==> src/shared/mrc_cfg.svh <==
// Offsets, field positions, reset values and widths of the mode and regulator control bank.
// Assumes the host link decoder delivers 24-bit words whose fields sit in bits 23..8.
`ifndef MRC_CFG_SVH
`define MRC_CFG_SVH

`define MRC_ADDR_W 7
`define MRC_DATA_W 24

// Register addresses on the decoded host link
`define MRC_ADDR_MODE 7'h04
`define MRC_ADDR_REGCTL 7'h05
`define MRC_ADDR_ERRFLAG 7'h06

// Operating mode control fields
`define MRC_MODE_PLL_LOCK 16
`define MRC_MODE_EXT_SEL 15
`define MRC_MODE_EXT_DIS 14
`define MRC_MODE_NORMAL 13
`define MRC_MODE_WAKE_INPUT_TWO_BLK 10
`define MRC_MODE_WAKE_INPUT_ONE_BLK 9
`define MRC_MODE_STBY 8

// Regulator on/off control fields
`define MRC_REG_PD_OFF 23
`define MRC_REG_PRE_OFF 22
`define MRC_REG_CORE_OFF 20
`define MRC_REG_SEC_OFF 18
`define MRC_REG_LIN_OFF 17
`define MRC_REG_PRE_ON 14
`define MRC_REG_CORE_ON 12
`define MRC_REG_SEC_ON 10
`define MRC_REG_LIN_ON 9

// Error flag register field
`define MRC_ERR_REQ 8

// Reset values of stored and live fields
`define MRC_RST_NORMAL 1'b1
`define MRC_RST_BIT 1'b0
`define MRC_RST_WORD 24'h000000

`define MRC_NUM_REGULATORS 4

`endif

==> src/shared/mrc_pkg.sv <==
// Types shared by the mode and regulator control bank.
// Assumes mrc_cfg.svh supplies the widths.
`include "mrc_cfg.svh"

package mrc_pkg;

    typedef logic [`MRC_DATA_W-1:0] mrc_word_t;
    typedef logic [`MRC_ADDR_W-1:0] mrc_addr_t;

    // Order of regulators on the on/off pulse vectors
    typedef enum logic [1:0] {
        MRC_PRE_REGULATOR,
        MRC_CORE_BUCK,
        MRC_SECOND_BUCK,
        MRC_LINEAR_REGULATOR
    } mrc_regulator_t;

endpackage : mrc_pkg

==> src/verilog/mrc_regs.sv <==
// Mode and regulator control register bank behind the decoded host link.
// Assumes a link decoder on ref_clk presenting one-cycle read and write strobes,
// live PLL and clock-select levels from an analog domain, and a same-clock state machine.
`timescale 1ns/100ps
`include "mrc_cfg.svh"

module mrc_regs #(
    parameter int unsigned SYNC_STAGES = 3
) (
    input wire logic ref_clk, // 100 MHz clock
    input wire logic rst_n, // Synchronous reset, active low
    input wire mrc_pkg::mrc_addr_t reg_addr, // Decoded register address
    input wire logic reg_wr, // One-cycle write strobe
    input wire logic reg_rd, // One-cycle read strobe
    input wire mrc_pkg::mrc_word_t reg_wdata, // Write data, fields in 23..8
    input wire logic pll_locked_in, // PLL lock level, asynchronous
    input wire logic ext_ref_selected_in, // External reference in use, asynchronous
    input wire logic main_normal_in, // Main state machine in Normal, same clock
    output logic [`MRC_DATA_W-1:0] reg_rdata, // Read data
    output logic reg_rd_valid, // Read data valid pulse
    output logic access_error, // Sticky invalid-access flag
    output logic wake_two_block, // Block wake from second wake input
    output logic wake_one_block, // Block wake from first wake input
    output logic prereg_pulldown_off, // Force pre-regulator pull-down off
    output logic ext_ref_disable_req, // Pulse: drop external reference
    output logic standby_request, // Pulse: enter Standby
    output logic [`MRC_NUM_REGULATORS-1:0] regulator_off_req, // Pulses per regulator
    output logic [`MRC_NUM_REGULATORS-1:0] regulator_on_req // Pulses per regulator
);

    localparam int unsigned NREG = `MRC_NUM_REGULATORS;
    // Bit positions indexed by mrc_pkg::mrc_regulator_t
    localparam int unsigned OFF_POS [NREG] = '{`MRC_REG_PRE_OFF, `MRC_REG_CORE_OFF,
                                              `MRC_REG_SEC_OFF, `MRC_REG_LIN_OFF};
    localparam int unsigned ON_POS [NREG] = '{`MRC_REG_PRE_ON, `MRC_REG_CORE_ON,
                                             `MRC_REG_SEC_ON, `MRC_REG_LIN_ON};

    // Live input synchronisers
    logic [SYNC_STAGES-1:0] pll_sync_reg;
    logic [SYNC_STAGES-1:0] pll_sync_next;
    logic [SYNC_STAGES-1:0] sel_sync_reg;
    logic [SYNC_STAGES-1:0] sel_sync_next;
    logic pll_live_reg;
    logic pll_live_next;
    logic sel_live_reg;
    logic sel_live_next;
    logic normal_reg;
    logic normal_next;

    // Decode
    logic hit_mode;
    logic hit_regctl;
    logic hit_err;
    logic hit_any;
    logic wr_mode;
    logic wr_regctl;
    logic bad_access;

    // Stored fields and outputs
    logic wake_input_two_reg;
    logic wake_input_two_next;
    logic wake_input_one_reg;
    logic wake_input_one_next;
    logic pd_off_reg;
    logic pd_off_next;
    logic err_reg;
    logic err_next;
    logic ext_dis_reg;
    logic ext_dis_next;
    logic stby_reg;
    logic stby_next;
    logic [NREG-1:0] off_reg;
    logic [NREG-1:0] off_next;
    logic [NREG-1:0] on_reg;
    logic [NREG-1:0] on_next;
    logic [NREG-1:0] on_allowed;
    logic pre_off_seen_reg;
    logic pre_off_seen_next;
    logic [`MRC_DATA_W-1:0] rdata_reg;
    logic [`MRC_DATA_W-1:0] rdata_next;
    logic rd_valid_reg;
    logic rd_valid_next;

    assign hit_mode = (reg_addr == `MRC_ADDR_MODE);
    assign hit_regctl = (reg_addr == `MRC_ADDR_REGCTL);
    assign hit_err = (reg_addr == `MRC_ADDR_ERRFLAG);
    assign hit_any = hit_mode | hit_regctl | hit_err;
    // Both strobes at once, or any strobe to an unmapped address
    assign bad_access = (reg_wr & reg_rd) | ((reg_wr | reg_rd) & ~hit_any);
    assign wr_mode = reg_wr & ~reg_rd & hit_mode;
    assign wr_regctl = reg_wr & ~reg_rd & hit_regctl;

    // Live PLL and clock-select status: a change is taken only once the last two stages agree,
    // so a single metastable sample never reaches the read path.
    always_comb
    begin
        pll_sync_next = {pll_sync_reg[SYNC_STAGES-2:0], pll_locked_in};
        sel_sync_next = {sel_sync_reg[SYNC_STAGES-2:0], ext_ref_selected_in};
        pll_live_next = pll_live_reg;
        sel_live_next = sel_live_reg;
        if (pll_sync_reg[SYNC_STAGES-1] == pll_sync_reg[SYNC_STAGES-2])
        begin
            pll_live_next = pll_sync_reg[SYNC_STAGES-1];
        end
        if (sel_sync_reg[SYNC_STAGES-1] == sel_sync_reg[SYNC_STAGES-2])
        begin
            sel_live_next = sel_sync_reg[SYNC_STAGES-1];
        end
        normal_next = main_normal_in;
    end

    always_ff @(posedge ref_clk)
    begin
        if (!rst_n)
        begin
            pll_sync_reg <= '0;
            sel_sync_reg <= '0;
            pll_live_reg <= `MRC_RST_BIT;
            sel_live_reg <= `MRC_RST_BIT;
            normal_reg <= `MRC_RST_NORMAL;
        end
        else
        begin
            pll_sync_reg <= pll_sync_next;
            sel_sync_reg <= sel_sync_next;
            pll_live_reg <= pll_live_next;
            sel_live_reg <= sel_live_next;
            normal_reg <= normal_next;
        end
    end

    // Stored control fields, request pulses and the error flag
    always_comb
    begin
        wake_input_two_next = wake_input_two_reg;
        wake_input_one_next = wake_input_one_reg;
        pd_off_next = pd_off_reg;
        ext_dis_next = 1'b0;
        stby_next = 1'b0;
        if (wr_mode)
        begin
            wake_input_two_next = reg_wdata[`MRC_MODE_WAKE_INPUT_TWO_BLK];
            wake_input_one_next = reg_wdata[`MRC_MODE_WAKE_INPUT_ONE_BLK];
            ext_dis_next = reg_wdata[`MRC_MODE_EXT_DIS];
            stby_next = reg_wdata[`MRC_MODE_STBY];
        end
        if (wr_regctl)
        begin
            pd_off_next = reg_wdata[`MRC_REG_PD_OFF];
        end
        err_next = err_reg;
        if (reg_wr & ~reg_rd & hit_err & reg_wdata[`MRC_ERR_REQ])
        begin
            err_next = 1'b0;
        end
        // A new fault in the clearing cycle keeps the flag set
        if (bad_access)
        begin
            err_next = 1'b1;
        end
    end

    // Pre-regulator sits at index 0; its on request needs an earlier off
    assign on_allowed = {{(NREG-1){1'b1}}, pre_off_seen_reg};

    // Zero bits leave the regulator as it is; off wins over on.
    generate
        for (genvar g = 0; g < NREG; g++)
        begin : g_reg
            always_comb
            begin
                off_next[g] = wr_regctl & reg_wdata[OFF_POS[g]];
                on_next[g] = wr_regctl & reg_wdata[ON_POS[g]] & on_allowed[g]
                             & ~reg_wdata[OFF_POS[g]];
            end

            always_ff @(posedge ref_clk)
            begin
                if (!rst_n)
                begin
                    off_reg[g] <= 1'b0;
                    on_reg[g] <= 1'b0;
                end
                else
                begin
                    off_reg[g] <= off_next[g];
                    on_reg[g] <= on_next[g];
                end
            end
        end
    endgenerate

    // A pre-regulator back-on request with no off before it is dropped: the rail is already up
    always_comb
    begin
        pre_off_seen_next = pre_off_seen_reg;
        if (on_next[mrc_pkg::MRC_PRE_REGULATOR])
        begin
            pre_off_seen_next = 1'b0;
        end
        if (off_next[mrc_pkg::MRC_PRE_REGULATOR])
        begin
            pre_off_seen_next = 1'b1;
        end
    end

    always_ff @(posedge ref_clk)
    begin
        if (!rst_n)
        begin
            pre_off_seen_reg <= `MRC_RST_BIT;
        end
        else
        begin
            pre_off_seen_reg <= pre_off_seen_next;
        end
    end

    always_ff @(posedge ref_clk)
    begin
        if (!rst_n)
        begin
            wake_input_two_reg <= `MRC_RST_BIT;
            wake_input_one_reg <= `MRC_RST_BIT;
            pd_off_reg <= `MRC_RST_BIT;
            err_reg <= `MRC_RST_BIT;
            ext_dis_reg <= 1'b0;
            stby_reg <= 1'b0;
        end
        else
        begin
            wake_input_two_reg <= wake_input_two_next;
            wake_input_one_reg <= wake_input_one_next;
            pd_off_reg <= pd_off_next;
            err_reg <= err_next;
            ext_dis_reg <= ext_dis_next;
            stby_reg <= stby_next;
        end
    end

    // Read path: request and reserved positions always return 0
    always_comb
    begin
        rdata_next = `MRC_RST_WORD;
        rd_valid_next = 1'b0;
        if (reg_rd & ~reg_wr & hit_any)
        begin
            rd_valid_next = 1'b1;
            if (hit_mode)
            begin
                rdata_next[`MRC_MODE_PLL_LOCK] = pll_live_reg;
                rdata_next[`MRC_MODE_EXT_SEL] = sel_live_reg;
                rdata_next[`MRC_MODE_NORMAL] = normal_reg;
                rdata_next[`MRC_MODE_WAKE_INPUT_TWO_BLK] = wake_input_two_reg;
                rdata_next[`MRC_MODE_WAKE_INPUT_ONE_BLK] = wake_input_one_reg;
            end
            else if (hit_regctl)
            begin
                rdata_next[`MRC_REG_PD_OFF] = pd_off_reg;
            end
            else
            begin
                rdata_next[`MRC_ERR_REQ] = err_reg;
            end
        end
    end

    always_ff @(posedge ref_clk)
    begin
        if (!rst_n)
        begin
            rdata_reg <= `MRC_RST_WORD;
            rd_valid_reg <= 1'b0;
        end
        else
        begin
            rdata_reg <= rdata_next;
            rd_valid_reg <= rd_valid_next;
        end
    end

    assign reg_rdata = rdata_reg;
    assign reg_rd_valid = rd_valid_reg;
    assign access_error = err_reg;
    assign wake_two_block = wake_input_two_reg;
    assign wake_one_block = wake_input_one_reg;
    assign prereg_pulldown_off = pd_off_reg;
    assign ext_ref_disable_req = ext_dis_reg;
    assign standby_request = stby_reg;
    assign regulator_off_req = off_reg;
    assign regulator_on_req = on_reg;

endmodule : mrc_regs

==> config.mk <==
export PLATFORM = sky130hd
export DESIGN_NAME = mrc_regs
export DESIGN_NICKNAME = d
export VERILOG_FILES = /design/src/shared/mrc_pkg.sv /design/src/verilog/mrc_regs.sv
export VERILOG_INCLUDE_DIRS = /design/src /design/src/shared
export SDC_FILE = /design/constraint.sdc
export NUM_CORES = 1
export LEC_CHECK = 0
export ABC_AREA = 0
export BUFFER_PORTS_ARGS = -buffer_cell sky130_fd_sc_hd__buf_2
export CAP_MARGIN = 5
export CORE_MARGIN = 2
export CORE_UTILIZATION = 35
export DETAILED_ROUTE_END_ITERATION = 8
export GPL_ROUTABILITY_DRIVEN = 0
export PLACE_DENSITY_LB_ADDON = 0.1
export SLEW_MARGIN = 20
export SYNTH_ARGS = -nofsm -noshare
export SYNTH_HDL_FRONTEND = slang
export SYNTH_SLANG_ARGS = --single-unit
==> constraint.sdc <==
create_clock -name ref_clk -period 3 [get_ports ref_clk]
set_clock_uncertainty 0.1 [all_clocks]
set_input_delay 0.45 -clock ref_clk [delete_from_list [all_inputs] [get_ports ref_clk]]
set_output_delay 0.45 -clock ref_clk [all_outputs]
set_load 0.02 [all_outputs]
==> results.py <==
metrics = {
    "detailed_routing": {
        "drt-total-wl_um": 2540,
        "drc": 0,
        "detail_route.wl_per_cell_um": 11.7,
        "antenna_left": 0,
        "via_count": 981,
        "firstDrtPassIters": 4,
        "via_per_inst": 4.52,
        "drtIter0Drc": 56,
    },
    "setup_path": {
        "path_buf_inv": 1,
        "criticalPathCategory": "primary input to flip-flop",
        "required_ps": 3170,
        "worstPathCellList": "buf_2 > or3b_2 > nor4_1 > and2_1",
        "cp.depth": 4,
        "cp_slowest_cell": "nor4_1",
        "startpoint_type": "primary input",
        "end_kind": "flip-flop",
        "cp_slowest_stage_delay_ps": 700,
        "cp.arrival_ps": 2040,
        "reg2reg_depth": 2,
        "path_delay_family": "simple AND/OR/NAND/NOR gates",
        "worst-path-max-fanout": 9,
    },
    "logic_synthesis": {
        "yosys.area.top_type": "dfxtp_1",
        "synth_compound_area_share_pct": 5.61,
        "synth_adder_area_share_pct": 0,
        "synthXorXnorAreaFrac_pct": 0,
        "synthSimpleGateAreaFrac_pct": 29.1,
        "syn_inst": 123,
        "netlist.area_leader.share_pct": 51.3,
        "synth_top_family_by_area": "simple AND/OR/NAND/NOR gates",
        "seq_area_frac_synth_pct": 51.3,
        "yosysUniqueCellTypes": 30,
        "muxShareOfSynthArea_pct": 0.802,
        "netlist_area_um2": 1250,
        "synth_area_leaders": "dfxtp_1 51%, buf_4 10%, and2_1 7.5%, nor3b_2 3.0%, nor4_1 3.0%",
        "synth-seq-cells": 32,
        "synth.avg_cell_area_um2": 10.2,
        "yosys_warnings": 0,
    },
    "placement": {
        "port_buffers": 45,
        "hpwl_um": 1930,
        "dpl-instance-area_um2": 1450,
    },
    "timing": {
        "setup_tns_ps": 0,
        "relSlewSlack_pct": 49.0,
        "tightest_slew_ps": 758,
        "slew_violations": 0,
        "setup_violations": 0,
        "period_share_pct": 62.5,
        "max_freq_mhz": 534,
        "rsz0062_at_grt": "false",
        "hold_viol": 0,
        "min_period_ps": 1870,
    },
    "cells_and_area": {
        "n_fill_cell": 362,
        "area_growth_pct": 19.4,
        "final_cell_mix": "45 x buf_2, 32 x dfxtp_1, 17 x conb_1",
        "drive_above_1_share_pct": 36.3,
        "n_antenna_cell": 0,
        "largest_reg_flops": 7,
        "nets": 209,
        "fin_area_um2": 1490,
        "final_common_cell": "buf_2",
    },
    "die": {
        "die_area_um2": 4060,
        "io_pins": 77,
        "fp-row-count": 21,
        "die_h_um": 63.7,
        "coreArea_um2": 3390,
        "initial_core_util_pct": 36.8,
        "dieWidth_um": 63.7,
    },
    "clocking": {
        "clockRootBuffer": "clkbuf_4",
        "cts_tree": "done",
        "cts_resized": 0,
        "h-tree-depth": 2,
        "clock_latency_ps": 320,
        "path_clk_slew_ps": 90,
        "clock-sinks": 32,
        "numCtsBuffers": 5,
        "ctsHoldBuffers": 0,
        "cts.path.max_buffers": 2,
        "post_cts_buffers": 0,
    },
    "grt": {
        "grt_pass1_wl_um": 4070,
        "grt_pass1_vias": 884,
        "antenna_found_initial": 0,
        "grt_max_degree": 16,
        "overflow": 0,
        "grt_util_all_layers_pct": 13.5,
    },
    "power": {
        "cellPowerDensity_nw_per_um2": 481,
        "leakagePower_nw": 0.688,
        "ir_drop_mv": 0.176,
    },
    "min_path": {
        "hold_depth": 2,
        "hp-class": "primary input to flip-flop",
    },
    "flow_run": {
        "drv_cap": 0,
    },
    "outcome": {
        "outcome": "completed",
    },
}
power breakdown:
group / switching (W) / total, W / internal [W] / leakage (nW)
Combinational: 0.0000438 / 0.0000642 / 0.0000204 / 0.401
Sequential: 0.00000225 / 0.000432 / 0.000430 / 0.259
Clock: 0.000135 / 0.000221 / 0.0000862 / 0.0281
final cells by class:
type	instances	area, um2	area share, %
flip-flops and latches	32	641	43.0
clock inverters	1	5.00	0.336
clock buffers	6	41.3	2.77
repair buffers	45	225	15.1
inverters	4	15.0	1.01
multi-input cells	83	507	34.0
well taps	46	57.6	3.86
path summary, 6_finish.rpt:
| path | startpoint | to | slack (ps) |
|---|---|---|---|
| setup / recovery | reg_addr[3] | reg_rdata[10]$_SDFF_PN0_ | 1130 |
| hold / removal | reg_wdata[17] | regulator_on_req[3]$_SDFF_PN0_ | 190 |
| setup reg to reg | access_error$_SDFFE_PN0P_ | access_error$_SDFFE_PN0P_ | 2060 |
| hold reg to reg | pll_sync_reg[0]$_SDFF_PN0_ | pll_sync_reg[1]$_SDFF_PN0_ | 340 |
layer usage:
layer / wire length [um] / vias to the layer above / GRT usage [%] / part of all wire (%)
met4: 59 / 0 / 7.34 / 2.3
li1: - / 489 / - / -
met1: 1090 / 443 / 15.4 / 43
met2: 1170 / 43 / 21.1 / 46
met5: 0 / - / 0 / 0
met3: 222 / 6 / 5.99 / 8.7
synth_stat cells (all sizes together):
cell type / n
dfxtp: 32
buf: 18
and2: 15
nand2: 9
nor4: 6
nor3: 5
a21oi: 4
inv: 4
nor3b: 3
or4b: 3
and3: 2
clkbuf: 2
nand2b: 2
nand4: 2
nor4b: 2
o21ai: 2
o31ai: 2
or3: 2
a2111oi: 1
a211o: 1
conb: 1
mux2i: 1
nand3b: 1
o22ai: 1
or3b: 1
or4: 1
kinds of logic (layout without fill, tap and decap cells):
group           Yosys count  in the layout
flops                    32             32
mux                       1              1
simple gates             54             54
compound gates           11             11
other cells               1             17
buf+inv                  24             56
through the flow:
stage	std cells	util [%]	hold WS (ps)	total power, W	setup WS, ps
after floorplan	139	-	306	0.000498	1020
after global placement	210	42.6	316	0.000505	760
after detailed placement	210	42.6	317	0.000506	775
after CTS	217	44.0	169	0.000726	1120
after global routing	217	44.0	159	0.000756	1030
final	217	44.0	185	0.000717	1130
Note: power is estimated with default switching activity, not from simulation.
